<file path="src/rtl/pmirq_pkg.sv">
// Package for the monitor interrupt and metric selector register bank.
// Assumes a simple synchronous register port on one clock.
package pmirq_pkg;
  // ==========================================================
  // Register offsets
  localparam logic [15:0] PMIRQ_OFS_GATE = 16'h0030;
  localparam logic [15:0] PMIRQ_OFS_EN = 16'h0034;
  localparam logic [15:0] PMIRQ_OFS_STAT = 16'h0038;
  localparam logic [15:0] PMIRQ_OFS_SEL_LOW = 16'h0044;
  localparam logic [15:0] PMIRQ_OFS_SEL_MID = 16'h0048;
  // ==========================================================
  // Interrupt bit layout
  localparam int PMIRQ_NSRC = 13;
  localparam int PMIRQ_BIT_GCLK = 0;
  localparam int PMIRQ_BIT_SAMP = 1;
  localparam int PMIRQ_BIT_FIFO = 2;
  localparam int PMIRQ_BIT_CNT0 = 3;
  localparam int PMIRQ_NCNT_MAX = 10;
  localparam logic [31:0] PMIRQ_RST_VAL = 32'h0000_0000;
  // ==========================================================
  // Selector layout: one byte per counter
  localparam int PMIRQ_SEL_PER_REG = 4;
  localparam int PMIRQ_SEL_BYTE = 8;
  localparam int PMIRQ_KIND_W = 5;
  localparam int PMIRQ_SLOT_W = 3;
  localparam int PMIRQ_NSEL = 8;
  localparam logic [4:0] PMIRQ_KIND_BUS_LAST = 5'h0f;
  localparam logic [4:0] PMIRQ_KIND_STRM_FIRST = 5'h10;
  localparam logic [4:0] PMIRQ_KIND_STRM_LAST = 5'h16;
  localparam logic [4:0] PMIRQ_KIND_EXT = 5'h1e;
  // ==========================================================
  // Operating modes and metric classes
  typedef enum logic [1:0] {
    PMIRQ_MODE_ADV,
    PMIRQ_MODE_PROF,
    PMIRQ_MODE_TRACE
  } pmirq_mode_e;
  typedef enum logic [1:0] {
    PMIRQ_CLS_BUS,
    PMIRQ_CLS_STRM,
    PMIRQ_CLS_EXT,
    PMIRQ_CLS_NONE
  } pmirq_cls_e;
endpackage

</file>
<file path="src/rtl/pmirq_regs.sv">
// Interrupt enable/status and metric selector registers of the
// bus performance monitor. Assumes a synchronous single-cycle
// register port, one clock, and overflow pulses from the counters.
module pmirq_regs
  import pmirq_pkg::*;
#(
  parameter int NUM_CNT = PMIRQ_NCNT_MAX
) (
  // Clock and reset
  input wire logic clk,
  input wire logic rst,
  // Register port
  input wire logic reg_wr,
  input wire logic reg_rd,
  input wire logic [15:0] reg_addr,
  input wire logic [31:0] reg_wdata,
  output logic [31:0] reg_rdata,
  output logic reg_ack,
  // Mode
  input wire pmirq_mode_e mode,
  input wire logic log_on,
  // Overflow events, one-cycle pulses
  input wire logic ovf_gclk,
  input wire logic ovf_samp,
  input wire logic ovf_fifo,
  input wire logic [PMIRQ_NCNT_MAX-1:0] ovf_cnt,
  // Interrupt and selections
  output logic irq,
  output logic [PMIRQ_NSEL*PMIRQ_KIND_W-1:0] sel_kind,
  output logic [PMIRQ_NSEL*PMIRQ_SLOT_W-1:0] sel_slot,
  output logic [PMIRQ_NSEL-1:0] sel_valid,
  output logic [PMIRQ_NSEL*2-1:0] sel_class
);
  // ==========================================================
  // State
  typedef struct packed {
    logic gate;
    logic [PMIRQ_NSRC-1:0] en;
    logic [PMIRQ_NSRC-1:0] stat;
    logic [31:0] sel_low;
    logic [31:0] sel_mid;
    logic [31:0] rdata;
    logic ack;
    logic irq;
    logic [PMIRQ_NSEL*PMIRQ_KIND_W-1:0] kind;
    logic [PMIRQ_NSEL*PMIRQ_SLOT_W-1:0] slot;
    logic [PMIRQ_NSEL-1:0] valid;
    logic [PMIRQ_NSEL*2-1:0] cls;
  } pmirq_state_s;

  pmirq_state_s state_r;
  pmirq_state_s state_nxt;

  // Bits of selector fields whose counter is actually built
  function automatic logic [31:0] sel_mask(input int base);
    logic [31:0] m;
    m = '0;
    for (int i = 0; i < PMIRQ_SEL_PER_REG; i++) begin
      if (base + i < NUM_CNT) begin
        m[i*PMIRQ_SEL_BYTE +: PMIRQ_SEL_BYTE] = 8'hff;
      end
    end
    return m;
  endfunction

  localparam logic [31:0] MASK_LOW = sel_mask(0);
  localparam logic [31:0] MASK_MID = sel_mask(PMIRQ_SEL_PER_REG);

  // Source implementation mask: unbuilt counters never set
  function automatic logic [PMIRQ_NSRC-1:0] src_mask();
    logic [PMIRQ_NSRC-1:0] m;
    m = '0;
    m[PMIRQ_BIT_CNT0-1:0] = '1;
    for (int i = 0; i < PMIRQ_NCNT_MAX; i++) begin
      if (i < NUM_CNT) begin
        m[PMIRQ_BIT_CNT0+i] = 1'b1;
      end
    end
    return m;
  endfunction

  localparam logic [PMIRQ_NSRC-1:0] MASK_SRC = src_mask();

  // ==========================================================
  // Event qualification by mode
  logic adv;
  logic [PMIRQ_NSRC-1:0] evt;
  logic [PMIRQ_NSRC-1:0] w1c;
  logic hit_gate;
  logic hit_en;
  logic hit_stat;
  logic hit_low;
  logic hit_mid;

  always_comb begin
    adv = (mode == PMIRQ_MODE_ADV);
    evt = '0;
    evt[PMIRQ_BIT_GCLK] = ovf_gclk & adv;
    evt[PMIRQ_BIT_SAMP] = ovf_samp &
        (adv | (mode == PMIRQ_MODE_PROF));
    evt[PMIRQ_BIT_FIFO] = ovf_fifo &
        ((mode == PMIRQ_MODE_TRACE) | (adv & log_on));
    evt[PMIRQ_NSRC-1:PMIRQ_BIT_CNT0] = ovf_cnt & {PMIRQ_NCNT_MAX{adv}};
    evt = evt & MASK_SRC;
  end

  always_comb begin
    hit_gate = reg_addr == PMIRQ_OFS_GATE;
    hit_en = reg_addr == PMIRQ_OFS_EN;
    hit_stat = reg_addr == PMIRQ_OFS_STAT;
    hit_low = reg_addr == PMIRQ_OFS_SEL_LOW;
    hit_mid = reg_addr == PMIRQ_OFS_SEL_MID;
    w1c = (reg_wr && hit_stat) ? reg_wdata[PMIRQ_NSRC-1:0] : '0;
  end

  // ==========================================================
  // Selector decode, one per selector byte, PMIRQ_NSEL in all
  pmirq_cls_e cls_w [PMIRQ_NSEL];
  logic [PMIRQ_KIND_W-1:0] kind_w [PMIRQ_NSEL];
  logic [PMIRQ_SLOT_W-1:0] slot_w [PMIRQ_NSEL];
  logic [63:0] sel_all;

  assign sel_all = {state_r.sel_mid, state_r.sel_low};

  genvar g;
  generate
    for (g = 0; g < PMIRQ_NSEL; g++) begin : g_dec
      pmirq_decode u_dec (
        .sel_byte(sel_all[g*PMIRQ_SEL_BYTE +: PMIRQ_SEL_BYTE]),
        .active(adv && (g < NUM_CNT)),
        .cls(cls_w[g]),
        .kind(kind_w[g]),
        .slot(slot_w[g]),
        .ext_onehot()
      );
    end
  endgenerate

  // ==========================================================
  // Next state
  always_comb begin
    state_nxt = state_r;
    state_nxt.ack = reg_wr | reg_rd;
    // Set wins over a clear landing in the same cycle
    state_nxt.stat = (state_r.stat & ~w1c) | evt;
    if (reg_wr && hit_gate) begin
      state_nxt.gate = reg_wdata[0];
    end
    if (reg_wr && hit_en) begin
      state_nxt.en = reg_wdata[PMIRQ_NSRC-1:0] & MASK_SRC;
    end
    if (reg_wr && hit_low) begin
      state_nxt.sel_low = reg_wdata & MASK_LOW;
    end
    if (reg_wr && hit_mid) begin
      state_nxt.sel_mid = reg_wdata & MASK_MID;
    end
    state_nxt.rdata = '0;
    if (reg_rd) begin
      if (hit_gate) begin
        state_nxt.rdata = {31'h0000_0000, state_r.gate};
      end else if (hit_en) begin
        state_nxt.rdata = {19'h0_0000, state_r.en};
      end else if (hit_stat) begin
        state_nxt.rdata = {19'h0_0000, state_r.stat};
      end else if (hit_low) begin
        state_nxt.rdata = state_r.sel_low;
      end else if (hit_mid) begin
        state_nxt.rdata = state_r.sel_mid;
      end
    end
    // Output from the registered state, so it lags status by a cycle
    state_nxt.irq = state_r.gate &
        (|(state_r.stat & state_r.en));
    for (int i = 0; i < PMIRQ_NSEL; i++) begin
      state_nxt.kind[i*PMIRQ_KIND_W +: PMIRQ_KIND_W] = kind_w[i];
      state_nxt.slot[i*PMIRQ_SLOT_W +: PMIRQ_SLOT_W] = slot_w[i];
      state_nxt.valid[i] = cls_w[i] != PMIRQ_CLS_NONE;
      state_nxt.cls[i*2 +: 2] = cls_w[i];
    end
  end

  always_ff @(posedge clk or posedge rst) begin
    if (rst) begin
      state_r <= '0;
    end else begin
      state_r <= state_nxt;
    end
  end

  assign reg_rdata = state_r.rdata;
  assign reg_ack = state_r.ack;
  assign irq = state_r.irq;
  assign sel_kind = state_r.kind;
  assign sel_slot = state_r.slot;
  assign sel_valid = state_r.valid;
  assign sel_class = state_r.cls;

  // ==========================================================
  // Checks
  a_capture_masked: assert property (@(posedge clk) disable iff (rst)
    evt[PMIRQ_BIT_SAMP] |=> state_r.stat[PMIRQ_BIT_SAMP])
    else $error("sample overflow not captured");
  a_irq_follows: assert property (@(posedge clk) disable iff (rst)
    (state_r.gate && |(state_r.stat & state_r.en)) |=> irq)
    else $error("irq not raised for enabled pending source");
  a_irq_masked: assert property (@(posedge clk) disable iff (rst)
    (~|(state_r.stat & state_r.en)) |=> !irq)
    else $error("irq raised with no enabled pending source");
  a_gate_off: assert property (@(posedge clk) disable iff (rst)
    !state_r.gate |=> !irq)
    else $error("irq raised while gate closed");
  a_w1c_clear: assert property (@(posedge clk) disable iff (rst)
    (reg_wr && hit_stat && reg_wdata[0] && !evt[0])
      |=> !state_r.stat[0])
    else $error("status bit not cleared by write of one");
  a_w0_keep: assert property (@(posedge clk) disable iff (rst)
    (reg_wr && hit_stat && !reg_wdata[1] && state_r.stat[1])
      |=> state_r.stat[1])
    else $error("status bit lost on write of zero");
  a_gclk_adv: assert property (@(posedge clk) disable iff (rst)
    (mode != PMIRQ_MODE_ADV && !state_r.stat[PMIRQ_BIT_GCLK])
      |=> !state_r.stat[PMIRQ_BIT_GCLK])
    else $error("clock overflow set outside advanced mode");
  a_fifo_mode: assert property (@(posedge clk) disable iff (rst)
    (mode == PMIRQ_MODE_PROF && !state_r.stat[PMIRQ_BIT_FIFO])
      |=> !state_r.stat[PMIRQ_BIT_FIFO])
    else $error("FIFO overflow set in profile mode");
  a_stat_read: assert property (@(posedge clk) disable iff (rst)
    (reg_rd && hit_stat) |=> (reg_rdata[PMIRQ_NSRC-1:0] ==
      $past(state_r.stat)) && reg_ack)
    else $error("status read mismatch");
  a_sel_adv: assert property (@(posedge clk) disable iff (rst)
    (mode != PMIRQ_MODE_ADV) |=> (sel_valid == '0))
    else $error("selector active outside advanced mode");

  // ==========================================================
  // Mode qualification checks
  a_samp_prof: assert property (@(posedge clk) disable iff (rst)
    (ovf_samp && mode == PMIRQ_MODE_PROF)
      |=> state_r.stat[PMIRQ_BIT_SAMP])
    else $error("interval overflow lost in profile mode");
  a_fifo_trace: assert property (@(posedge clk) disable iff (rst)
    (ovf_fifo && mode == PMIRQ_MODE_TRACE)
      |=> state_r.stat[PMIRQ_BIT_FIFO])
    else $error("FIFO overflow lost in trace mode");
  a_fifo_logged: assert property (@(posedge clk) disable iff (rst)
    (ovf_fifo && adv && log_on) |=> state_r.stat[PMIRQ_BIT_FIFO])
    else $error("FIFO overflow lost with logging on");
  a_fifo_unlogged: assert property (@(posedge clk) disable iff (rst)
    (adv && !log_on && !state_r.stat[PMIRQ_BIT_FIFO])
      |=> !state_r.stat[PMIRQ_BIT_FIFO])
    else $error("FIFO overflow set with logging off");
  a_gclk_capture: assert property (@(posedge clk) disable iff (rst)
    (ovf_gclk && adv) |=> state_r.stat[PMIRQ_BIT_GCLK])
    else $error("clock overflow lost in advanced mode");
  a_cnt_capture: assert property (@(posedge clk) disable iff (rst)
    (ovf_cnt[0] && adv && MASK_SRC[PMIRQ_BIT_CNT0])
      |=> state_r.stat[PMIRQ_BIT_CNT0])
    else $error("counter overflow lost in advanced mode");
  a_cnt_adv: assert property (@(posedge clk) disable iff (rst)
    (!adv && ~|state_r.stat[PMIRQ_NSRC-1:PMIRQ_BIT_CNT0])
      |=> ~|state_r.stat[PMIRQ_NSRC-1:PMIRQ_BIT_CNT0])
    else $error("counter overflow set outside advanced mode");

  // ==========================================================
  // Layout and register port checks
  a_en_write: assert property (@(posedge clk) disable iff (rst)
    (reg_wr && hit_en)
      |=> 32'(state_r.en) == ($past(reg_wdata) & 32'(MASK_SRC)))
    else $error("enable write not stored");
  a_unbuilt_zero: assert property (@(posedge clk) disable iff (rst)
    ((state_r.stat | state_r.en) & ~MASK_SRC) == '0)
    else $error("unbuilt counter bit set");
  a_rsvd_read: assert property (@(posedge clk) disable iff (rst)
    (reg_rd && (hit_en || hit_stat)) |=> (reg_rdata >> PMIRQ_NSRC) == '0)
    else $error("reserved bits read nonzero");
  a_ack_pulse: assert property (@(posedge clk) disable iff (rst)
    (reg_wr || reg_rd) |=> reg_ack)
    else $error("register access not acknowledged");

  // ==========================================================
  // Selector checks
  a_sel_low_wr: assert property (@(posedge clk) disable iff (rst)
    (reg_wr && hit_low) |=> state_r.sel_low == ($past(reg_wdata) & MASK_LOW))
    else $error("low selector write not stored");
  a_sel_mid_wr: assert property (@(posedge clk) disable iff (rst)
    (reg_wr && hit_mid) |=> state_r.sel_mid == ($past(reg_wdata) & MASK_MID))
    else $error("mid selector write not stored");
  a_slot_follow: assert property (@(posedge clk) disable iff (rst)
    !(reg_wr && hit_low) |=> sel_slot[PMIRQ_SLOT_W-1:0] ==
      state_r.sel_low[PMIRQ_SEL_BYTE-1:PMIRQ_KIND_W])
    else $error("slot output does not follow selector");
  a_kind_follow: assert property (@(posedge clk) disable iff (rst)
    !(reg_wr && hit_mid)
      |=> sel_kind[PMIRQ_SEL_PER_REG*PMIRQ_KIND_W +: PMIRQ_KIND_W] ==
        state_r.sel_mid[PMIRQ_KIND_W-1:0])
    else $error("kind output does not follow selector");
  a_bus_class: assert property (@(posedge clk) disable iff (rst)
    (adv && NUM_CNT > 0 &&
      state_r.sel_low[PMIRQ_KIND_W-1:0] <= PMIRQ_KIND_BUS_LAST)
      |=> (sel_class[1:0] == PMIRQ_CLS_BUS) && sel_valid[0])
    else $error("bus metric kind misclassified");
  a_unbuilt_sel: assert property (@(posedge clk) disable iff (rst)
    (sel_valid >> NUM_CNT) == '0)
    else $error("unbuilt counter selection active");
endmodule

</file>
<file path="src/rtl/pmirq_decode.sv">
// Decoder for one counter's selector byte: metric class and slot.
// Takes the advanced-mode qualifier on active and gates the class with it.
module pmirq_decode
  import pmirq_pkg::*;
(
  // Selector byte and qualifier
  input wire logic [7:0] sel_byte,
  input wire logic active,
  // Decoded selection
  output pmirq_cls_e cls,
  output logic [PMIRQ_KIND_W-1:0] kind,
  output logic [PMIRQ_SLOT_W-1:0] slot,
  output logic [PMIRQ_NCNT_MAX-3:0] ext_onehot
);
  // ==========================================================
  // Classification
  function automatic pmirq_cls_e classify(input logic [4:0] k);
    if (k <= PMIRQ_KIND_BUS_LAST) begin
      return PMIRQ_CLS_BUS;
    end else if (k >= PMIRQ_KIND_STRM_FIRST &&
                 k <= PMIRQ_KIND_STRM_LAST) begin
      return PMIRQ_CLS_STRM;
    end else if (k == PMIRQ_KIND_EXT) begin
      return PMIRQ_CLS_EXT;
    end
    return PMIRQ_CLS_NONE;
  endfunction

  always_comb begin
    kind = sel_byte[PMIRQ_KIND_W-1:0];
    slot = sel_byte[PMIRQ_SEL_BYTE-1:PMIRQ_KIND_W];
    cls = active ? classify(kind) : PMIRQ_CLS_NONE;
    ext_onehot = '0;
    if (cls == PMIRQ_CLS_EXT) begin
      ext_onehot[slot] = 1'b1;
    end
  end
endmodule

</file>
<file path="config.mk">
export PLATFORM = sky130hd
export DESIGN_NAME = pmirq_regs
export DESIGN_NICKNAME = d
export VERILOG_FILES = /design/src/rtl/pmirq_pkg.sv /design/src/rtl/pmirq_regs.sv /design/src/rtl/pmirq_decode.sv
export SDC_FILE = /design/constraint.sdc
export NUM_CORES = 1
export LEC_CHECK = 0
export BUFFER_PORTS_ARGS = -buffer_cell sky130_fd_sc_hd__buf_2
export CORE_ASPECT_RATIO = 1.2
export CORE_MARGIN = 2
export CORE_UTILIZATION = 56
export CTS_BUF_LIST = sky130_fd_sc_hd__clkbuf_4
export DETAILED_ROUTE_END_ITERATION = 12
export PLACE_DENSITY_LB_ADDON = 0.2
export RECOVER_POWER = 50
export SETUP_SLACK_MARGIN = 0.02
export SLEW_MARGIN = 20
export SYNTH_ARGS = -nofsm -noshare
export SYNTH_HDL_FRONTEND = slang
export SYNTH_SLANG_ARGS = --single-unit
export TNS_END_PERCENT = 10
</file>
<file path="constraint.sdc">
create_clock -name clk -period 7.2 [get_ports clk]
set_input_delay 0.72 -clock clk [delete_from_list [all_inputs] [get_ports clk]]
set_output_delay 0.72 -clock clk [all_outputs]
set_load 0.005 [all_outputs]
</file>
==> results by group, run 1 <==
Timing
  • Fmax: 360 MHz
  • Crit path time final: between 2000 and 3000 ps
  • Final Cycle Share: 0.386
  • Slew @ Worst Pin: 1330 ps
  • Max-slew violation count: 0
  • Final hold vios: 0
  • Clock Skew: 26.2 ps
  • # setup viols final: 0
  • RSZ-0062 raised after global routing: no
  • Post-route setup slack: around 4400 ps
  • Worst slew margin relative to its limit: 0.116
  • Setup TNS: 0 ps

Routing
  • Drt first pass iters: 7
  • DRT antenna net count: 0
  • Total Wirelength: roughly 18000 µm
  • Via-to-Cell Ratio: approximately 5.3
  • Vias after detailed routing: 5278
  • First DRT Iteration DRCs: 323
  • Drt drc: 0
  • Wirelength per Cell: 17.7 µm

Hold path
  • Hold crit path type: in2async

Layout
  • Most frequent cells in the layout: dfrtp_1 (213), buf_2 (163), clkbuf_4 (72), mux2_2 (66), nand2_1 (36)
  • Nets@finish: 823
  • Share of layout cells above drive strength 1: 0.417
  • Syn-to-layout area delta: 9.92%
  • Commonest non-fill, non-tap cell in the layout: dfrtp_1
  • Layout Utilization: 0.630
  • Design Area, Final: 9420 µm²
  • Fillers: ~1300

Clock tree
  • Hold buffers post-CTS: 0
  • CTS Root Cell: clkbuf_4
  • Sink Count: 213
  • Post CTS Setup Buffer Count: 0
  • Clock latency on the worst-skew pair: between 500 and 600 ps
  • H-Tree Level Count: 2
  • Clock transition at path regs: about 70 ps
  • CTS tree: yes
  • CTS Buf Count: 49
  • Post-CTS sizing: 0
  • CTS max path bufs: 3

Global routing
  • GR Overflow Total: 0
  • Initial antenna violation count: 1
  • GRT Overall Usage: 0.222
  • Vias in the first global route: 5581
  • First-pass GRT wire length: 28200 µm
  • Pin count of the biggest net entering global routing: 135

Power and ir drop
  • LEAKAGE: 4.93 nW
  • Worst IR Drop VDD: 141 µV
  • Tot Pwr: 2.18 mW
  • Power density over the cells: 232 nW/µm²

Critical path
  • Crit. Startpoint: reg_addr[9]
  • CP Data Arrival Time: 3240 ps
  • Crit start category: input port
  • Critical path required time: 7660 ps
  • Worst Setup EP: state_r[203]
  • Worst-path fanout max: 13
  • Flop-to-flop setup slack: 5980 ps
  • R2R Path End: irq
  • R2R depth: 3
  • Worst r2r src: state_r[194]
  • CP Class: in2reg
  • CP endpoint kind: register

Placement
  • Placed inst area: slightly below 9000 µm²
  • Post-Place Worst Slack: ~3800 ps
  • GP Congestion: roughly 0.82
  • HPWL after detailed placement: ~12000 µm
  • PortBufs: about 190

Synthesis
  • Asr flop ratio synth: 1.00
  • Syn_area_per_cell: 13.1 µm²
  • Syn Nets: slightly above 700
  • Sequential fraction of the synthesis area: 0.622
  • Ys flop type: dfrtp_1
  • #FFs+latches synth: 213
  • Syn Std Cell Area: 8570 µm²
  • Netlist cell types: 42
  • Syn Inst Count: 653
  • Syn. warnings: 0
  • Number of synthesized flops with an enable pin: 0

Die
  • CORE AREA: 15000 µm²
  • Cell row count: about 50
  • Initial Util: 0.573
  • Die ar.: 16300 µm²
  • Die Y: 140 µm
  • I/O pin count: 190
  • Die W: about 120 µm

Outcome
  • Status: finished, final reports clean

Flow run
  • Max-cap violations: 0
## how the worst min path moves through the flow
stage,cells after the start,endpoint,startpoint
floorplan,0,sel_slot[0],sel_all[5]
global placement,0,sel_slot[8],sel_all[23]
detailed placement,0,sel_slot[16],sel_all[46]
CTS,2,state_r[189],ovf_cnt[0]
global route,2,state_r[189],ovf_cnt[0]
finish,2,sel_kind[30],rst
## area by class of cell
| cell class | instances | area, µm² | share of cell area |
|---|---|---|---|
| Clock inverter | 16 | 60.1 | 0.00637 |
| Multi-Input combinational cell | 280 | 2210 | 0.234 |
| Antenna cell | 1 | 2.50 | 0.000266 |
| Sequential cell | 213 | 5330 | 0.566 |
| Tap cell | 204 | 255 | 0.0271 |
| Clock buffer | 72 | 541 | 0.0574 |
| Timing Repair Buffer | 197 | 970 | 0.103 |
| Inverter | 14 | 60.1 | 0.00637 |
## synth_stat cells (2+ instances only)
cell	instances	area share
and4b_1	6	0.0070
o21ai_0	19	0.011
dfrtp_1	213	0.62
a31oi_1	20	0.015
o221ai_1	12	0.012
a22o_1	12	0.012
and4_1	2	0.0020
clkbuf_1	15	0.0066
buf_2	7	0.0041
or4_1	4	0.0035
nor2b_1	2	0.0015
inv_1	14	0.0061
nand2_1	36	0.016
nor2_1	23	0.010
nand3_1	16	0.0093
mux2_2	66	0.087
a22oi_1	25	0.022
mux2_4	10	0.018
nor4_1	3	0.0022
nand2b_1	2	0.0015
nor4_2	3	0.0044
buf_4	120	0.11
mux2_1	2	0.0026
buf_1	3	0.0013
## metal layers
layer  global-route usage  up-vias  wire length [µm]  part of all wire
li1                     -     2409                 -                 -
met5                    0        -                 0                 0
met2                0.371      199              9050              0.51
met4               0.0805        0               329             0.019
met1                0.288     2634              7260              0.41
met3               0.0418       36              1050             0.059
## sequential cells by signal, indices dropped and copies added, names as in the netlist
name and flops:
sel_all 64, sel_kind 40, reg_rdata 32, state_r 27, sel_slot 24, sel_class 16, sel_valid 8, irq 1
reg_ack 1
## worst max-delay path, cell delays in order
cell    delay, ps
buf_2          90
or4_1         760
or4_4         710
or2_1         540
mux2_4        410
## through the flow
step	hold slack, ps	instances
floorplan	369	653
global placement	382	907
detailed placement	387	908
CTS	304	996
global route	315	997
finish	349	997
## where the power goes
group	switching [mW]	total (mW)	internal, mW
Clock	0.434	0.893	0.459
Combinational	0.0565	0.0822	0.0257
Sequential	0.00276	1.21	1.20
Total	0.493	2.18	1.69
## cell families after synthesis
kind of cell           share of synthesized area
AOI/OAI and AO/OA                         0.0803
buffers and inverters                      0.124
DFF                                        0.622
muxes                                      0.107
and+or+nand+nor                           0.0667
(Power assumes the default switching activity.)
==> run 2: changes to the inputs <==
Clock period 7.2 ns to 2.9 ns, I/O delays scaled along.
==> results by group, run 2 (synthesized netlist as in run 1, its figures left out) <==
Critical path
  • Worst-path fanout max: 27
  • Critical path required time: 3450 ps
  • CP endpoint kind: register
  • CP Class: in2reg
  • Crit start category: input port
  • CP Data Arrival Time: 2860 ps

Power and ir drop
  • LEAKAGE: roughly 5.3 nW
  • Tot Pwr: 5.48 mW
  • Worst IR Drop VDD: 338 µV
  • Power density over the cells: 544 nW/µm²

Timing
  • Fmax: roughly 430 MHz
  • Post-route setup slack: a little under 600 ps
  • Slew @ Worst Pin: 1330 ps
  • # setup viols final: 0
  • Worst slew margin relative to its limit: 0.116
  • Final hold vios: 0
  • Clock Skew: 34.1 ps
  • RSZ-0062 raised after global routing: no
  • Max-slew violation count: 0
  • Final Cycle Share: 0.796
  • Worst hold slack: 99.8 ps
  • Crit path time final: about 2300 ps

Layout
  • Commonest non-fill, non-tap cell in the layout: dfrtp_1
  • Share of layout cells above drive strength 1: 0.426
  • Syn-to-layout area delta: 17.5%
  • Nets@finish: 884
  • Design Area, Final: around 10000 µm²
  • Max FFs per register: 64
  • Most frequent cells in the layout: dfrtp_1 (213), buf_2 (187), clkbuf_4 (68), mux2_2 (66), dlygate4sd3_1 (55)
  • Fillers: 1152

Placement
  • HPWL after detailed placement: 12200 µm
  • GP Congestion: 0.853
  • Placed inst area: 8930 µm²
  • PortBufs: between 150 and 200
  • Post-Place Worst Slack: 301 ps

Routing
  • DRT antenna net count: 0
  • Drt drc: 0
  • Via-to-Cell Ratio: 5.32
  • Wirelength per Cell: 17.6 µm
  • Drt first pass iters: 4
  • Vias after detailed routing: 5642
  • Total Wirelength: roughly 19000 µm
  • First DRT Iteration DRCs: 366

Die
  • Die Y: ~140 µm
  • I/O pin count: 190
  • Die ar.: around 16000 µm²
  • Initial Util: 0.573
  • Cell row count: 49
  • Die W: 117 µm
  • CORE AREA: 15000 µm²

Outcome
  • Status: finished, final reports clean

Clock tree
  • Sink Count: 213
  • CTS Root Cell: clkbuf_4
  • Clock latency on the worst-skew pair: 610 ps
  • Clock transition at path regs: 70 ps
  • H-Tree Level Count: 2
  • CTS max path bufs: 3
  • CTS Buf Count: 49
  • CTS tree: yes

Flow run
  • Max-cap violations: 0

Global routing
  • Pin count of the biggest net entering global routing: 123
  • GRT Overall Usage: 0.235
  • Vias in the first global route: 5918
  • Initial antenna violation count: 1
  • Met1 Track Usage GR: 0.294
  • First-pass GRT wire length: 30000 µm
  • Grt peak-use layer: met2
  • GR Overflow Total: 0
  • M3 GR Usage: 0.0431
  • Global routing usage on met2: 0.405

Hold path
  • Hold crit path type: in2reg
[run 2: cell type report]
cell class | instances | area [µm²] | share of cell area
diodes | 1 | 2.50 | 0.000248
well taps | 204 | 255 | 0.0253
inverters | 14 | 53.8 | 0.00534
flip-flops and latches | 213 | 5330 | 0.529
clock inverters | 22 | 92.6 | 0.00919
repair buffers | 258 | 1620 | 0.161
clock buffers | 68 | 510 | 0.0507
multi-input cells | 280 | 2210 | 0.219
[run 2: layer usage]
layer | up-vias | share of wire
met5 | - | 0
met4 | 0 | 0.019
met3 | 27 | 0.063
met2 | 236 | 0.53
met1 | 2848 | 0.39
li1 | 2531 | -
[run 2: repair_timing]
action                                  in CTS  in global routing
endpoints found under the setup margin       0                  0
resized for setup                            0                  0
hold buffers                                55                  0
endpoints found under the hold margin       98                  0
setup buffers                                0                  0
[run 2: metrics by stage]
| step | utilization | setup TNS (ps) | std cells |
|---|---|---|---|
| 3_5_place_dp | 0.597 | 0 | 914 |
| 4_1_cts | 0.674 | 0 | 1059 |
| 5_1_grt | 0.674 | 0 | 1060 |
| 3_3_place_gp | 0.597 | 0 | 914 |
| 6_report | 0.674 | 0 | 1060 |
| 2_1_floorplan | - | -34120 | 653 |
[run 2: final timing paths]
path | from | endpoint | slack (ps) | cells after the start
worst max-delay path | mode[0] | state_r[195] | 590 | 6
worst min-delay path | reg_addr[0] | reg_rdata[0] | 100 | 4
worst max register to register | state_r[195] | state_r[195] | 1580 | 2
worst min register to register | sel_all[13] | sel_slot[3] | 390 | 0
max in group asynchronous | rst | sel_kind[16] | 1570 | 4
min in group asynchronous | rst | reg_rdata[0] | 320 | 3
[run 2: critical path: stages]
cell and delay, ps:
dlygate4sd3_1 530, clkbuf_1 120, nor2_2 90, clkbuf_1 970, a22o_1 300, dlygate4sd3_1 550
[run 2: where the power goes]
part	switching (mW)	leakage, nW	total, mW	internal, mW
registers	0.00601	2.83	3.00	2.99
clock network	1.12	0.363	2.22	1.10
logic	0.151	2.07	0.263	0.112
total	1.28	5.26	5.48	4.20
==> run 3: changes to the inputs <==
Settings changed: CORE_UTILIZATION 56 to 51.
Clock period 2.9 ns to 1.9 ns, I/O delays scaled along.
==> results by group, run 3 (synthesized netlist as in run 1, its figures left out) <==
Outcome
  • Status: finished, final reports clean

Critical path
  • Flop-to-flop setup slack: 690 ps
  • Slowest CP cell: or4_1
  • R2R depth: 3
  • Worst-path fanout max: 13
  • CP endpoint kind: register
  • R2R Path End: irq
  • Worst r2r src: state_r[194]
  • Crit start category: input port
  • CP peak stage delay: 590 ps
  • CP Class: in2reg
  • Critical path's top delay family: simple AND/OR/NAND/NOR gates
  • Critical-path cell list: buf_2, or4_1, or4_4, or2_1, buf_12, mux2_4
  • Critical path required time: 2370 ps
  • CP Data Arrival Time: between 2000 and 2500 ps
  • Critical path depth: 6
  • Crit path buf inv count: 2

Layout
  • Nets@finish: 899
  • Max FFs per register: 64
  • Share of layout cells above drive strength 1: 0.445
  • Design Area, Final: between 10000 and 15000 µm²
  • Register area: roughly 5300 µm²
  • Most frequent cells in the layout: dfrtp_1 (213), buf_2 (187), clkbuf_4 (75), mux2_2 (66), dlygate4sd3_1 (50)
  • Syn-to-layout area delta: 20.0%
  • Area occupied by multi-input gates: 2210 µm²
  • Layout Utilization: 0.630
  • Commonest non-fill, non-tap cell in the layout: dfrtp_1
  • Fillers: 1319

Die
  • I/O pin count: 190
  • Die ar.: 17900 µm²
  • Die Y: 146 µm
  • CORE AREA: 16300 µm²
  • Cell row count: 51
  • Initial Util: 0.525
  • Die W: between 100 and 150 µm

Clock tree
  • Clock transition at path regs: around 70 ps
  • H-Tree Level Count: 2
  • CTS max path bufs: 3
  • CTS Buf Count: 50
  • CTS Root Cell: clkbuf_4
  • CTS tree: yes
  • Clock latency on the worst-skew pair: 590 ps
  • Sink Count: 213

Timing
  • Final Cycle Share: 0.879
  • Fmax: 599 MHz
  • Max-slew violation count: 0
  • # setup viols final: 0
  • Crit path time final: 1670 ps
  • Clock Skew: 20.8 ps
  • Slew @ Worst Pin: 858 ps
  • Final hold vios: 0
  • Worst slew margin relative to its limit: 0.425
  • RSZ-0062 raised after global routing: no
  • Worst hold slack: 89.1 ps

Placement
  • HPWL after detailed placement: 12700 µm
  • Placed inst area: 9160 µm²
  • GP Congestion: 0.853
  • PortBufs: 189

Routing
  • Total Wirelength: 18800 µm
  • Vias after detailed routing: roughly 5600
  • First DRT Iteration DRCs: 323
  • Wirelength per Cell: roughly 17 µm
  • Drt drc: 0
  • Drt first pass iters: 4
  • DRT antenna net count: 0
  • Via-to-Cell Ratio: 5.14

Power and ir drop
  • P_int: 6.58 mW
  • Worst IR Drop VDD: around 490 µV
  • Sw frac: 0.227
  • Clk pwr share: 0.412
  • Tot Pwr: approximately 8.5 mW
  • LEAKAGE: 5.41 nW
  • Logic pwr share: 0.051
  • P_sw: around 1.9 mW
  • Power density over the cells: 827 nW/µm²
  • Flop pwr share: 0.538

Global routing
  • GR Overflow Total: 0
  • Vias in the first global route: between 5000 and 6000
  • Initial antenna violation count: 1
  • GRT Overall Usage: 0.214
  • First-pass GRT wire length: approximately 30000 µm
  • Pin count of the biggest net entering global routing: 74

Hold path
  • WHS Path Cells: 5
  • Hold crit path type: in2reg
  • HP Start: reg_addr[0]
  • Min-Delay Endpoint: reg_rdata[0]

Flow run
  • Max-cap violations: 0
[run 3: area by class of cell]
type	count	share of cell area
Sequential cell	213	0.518
Multi-Input combinational cell	280	0.215
Clock inverter	17	0.00693
Clock buffer	75	0.0547
Timing Repair Buffer	272	0.174
Inverter	14	0.00523
Antenna cell	1	0.000243
Tap cell	212	0.0258
[run 3: worst reg2reg max path, cell delays in order (launching register included)]
cell and delay [ps]:
dfrtp_1 420, a222oi_1 350, nand3_1 120, o21a_1 210
[run 3: per-layer routing]
metal	global-route usage	wire [µm]	vias up
li1	-	-	2583
met1	0.264	7500	2748
met2	0.376	9910	208
met3	0.0418	1050	30
met4	0.0695	349	0
met5	0	0	-
[run 3: worst max-delay path by stage]
stage / start / endpoint
3_5_place_dp: reg_addr[9] / state_r[208]
2_1_floorplan: rst / irq
5_1_grt: reg_addr[9] / reg_rdata[11]
6_report: reg_addr[9] / state_r[208]
4_1_cts: reg_addr[9] / state_r[208]
3_3_place_gp: reg_addr[9] / state_r[206]
[run 3: power by group through the flow]
stage	registers [mW]	logic (mW)	clock network, mW
6_report	4.58	0.430	3.50
5_1_grt	4.57	0.480	3.90
4_1_cts	4.57	0.438	3.60
3_5_place_dp	4.66	0.358	0
3_3_place_gp	4.66	0.351	0
2_1_floorplan	4.66	0.183	0
[run 3: repair_timing]
action	in CTS	in global routing
gates resized for setup	0	0
buffers inserted	0	0
hold buffers	50	0
endpoints found under the hold margin	163	0
[run 3: stage by stage]
step | TNS [ps] | setup WS (ps) | cells
after floorplan | -246900 | -1060 | 653
after global placement | -26960 | -356 | 941
after detailed placement | -27380 | -374 | 941
after CTS | 0 | 259 | 1083
after global routing | 0 | 255 | 1084
final | 0 | 230 | 1084
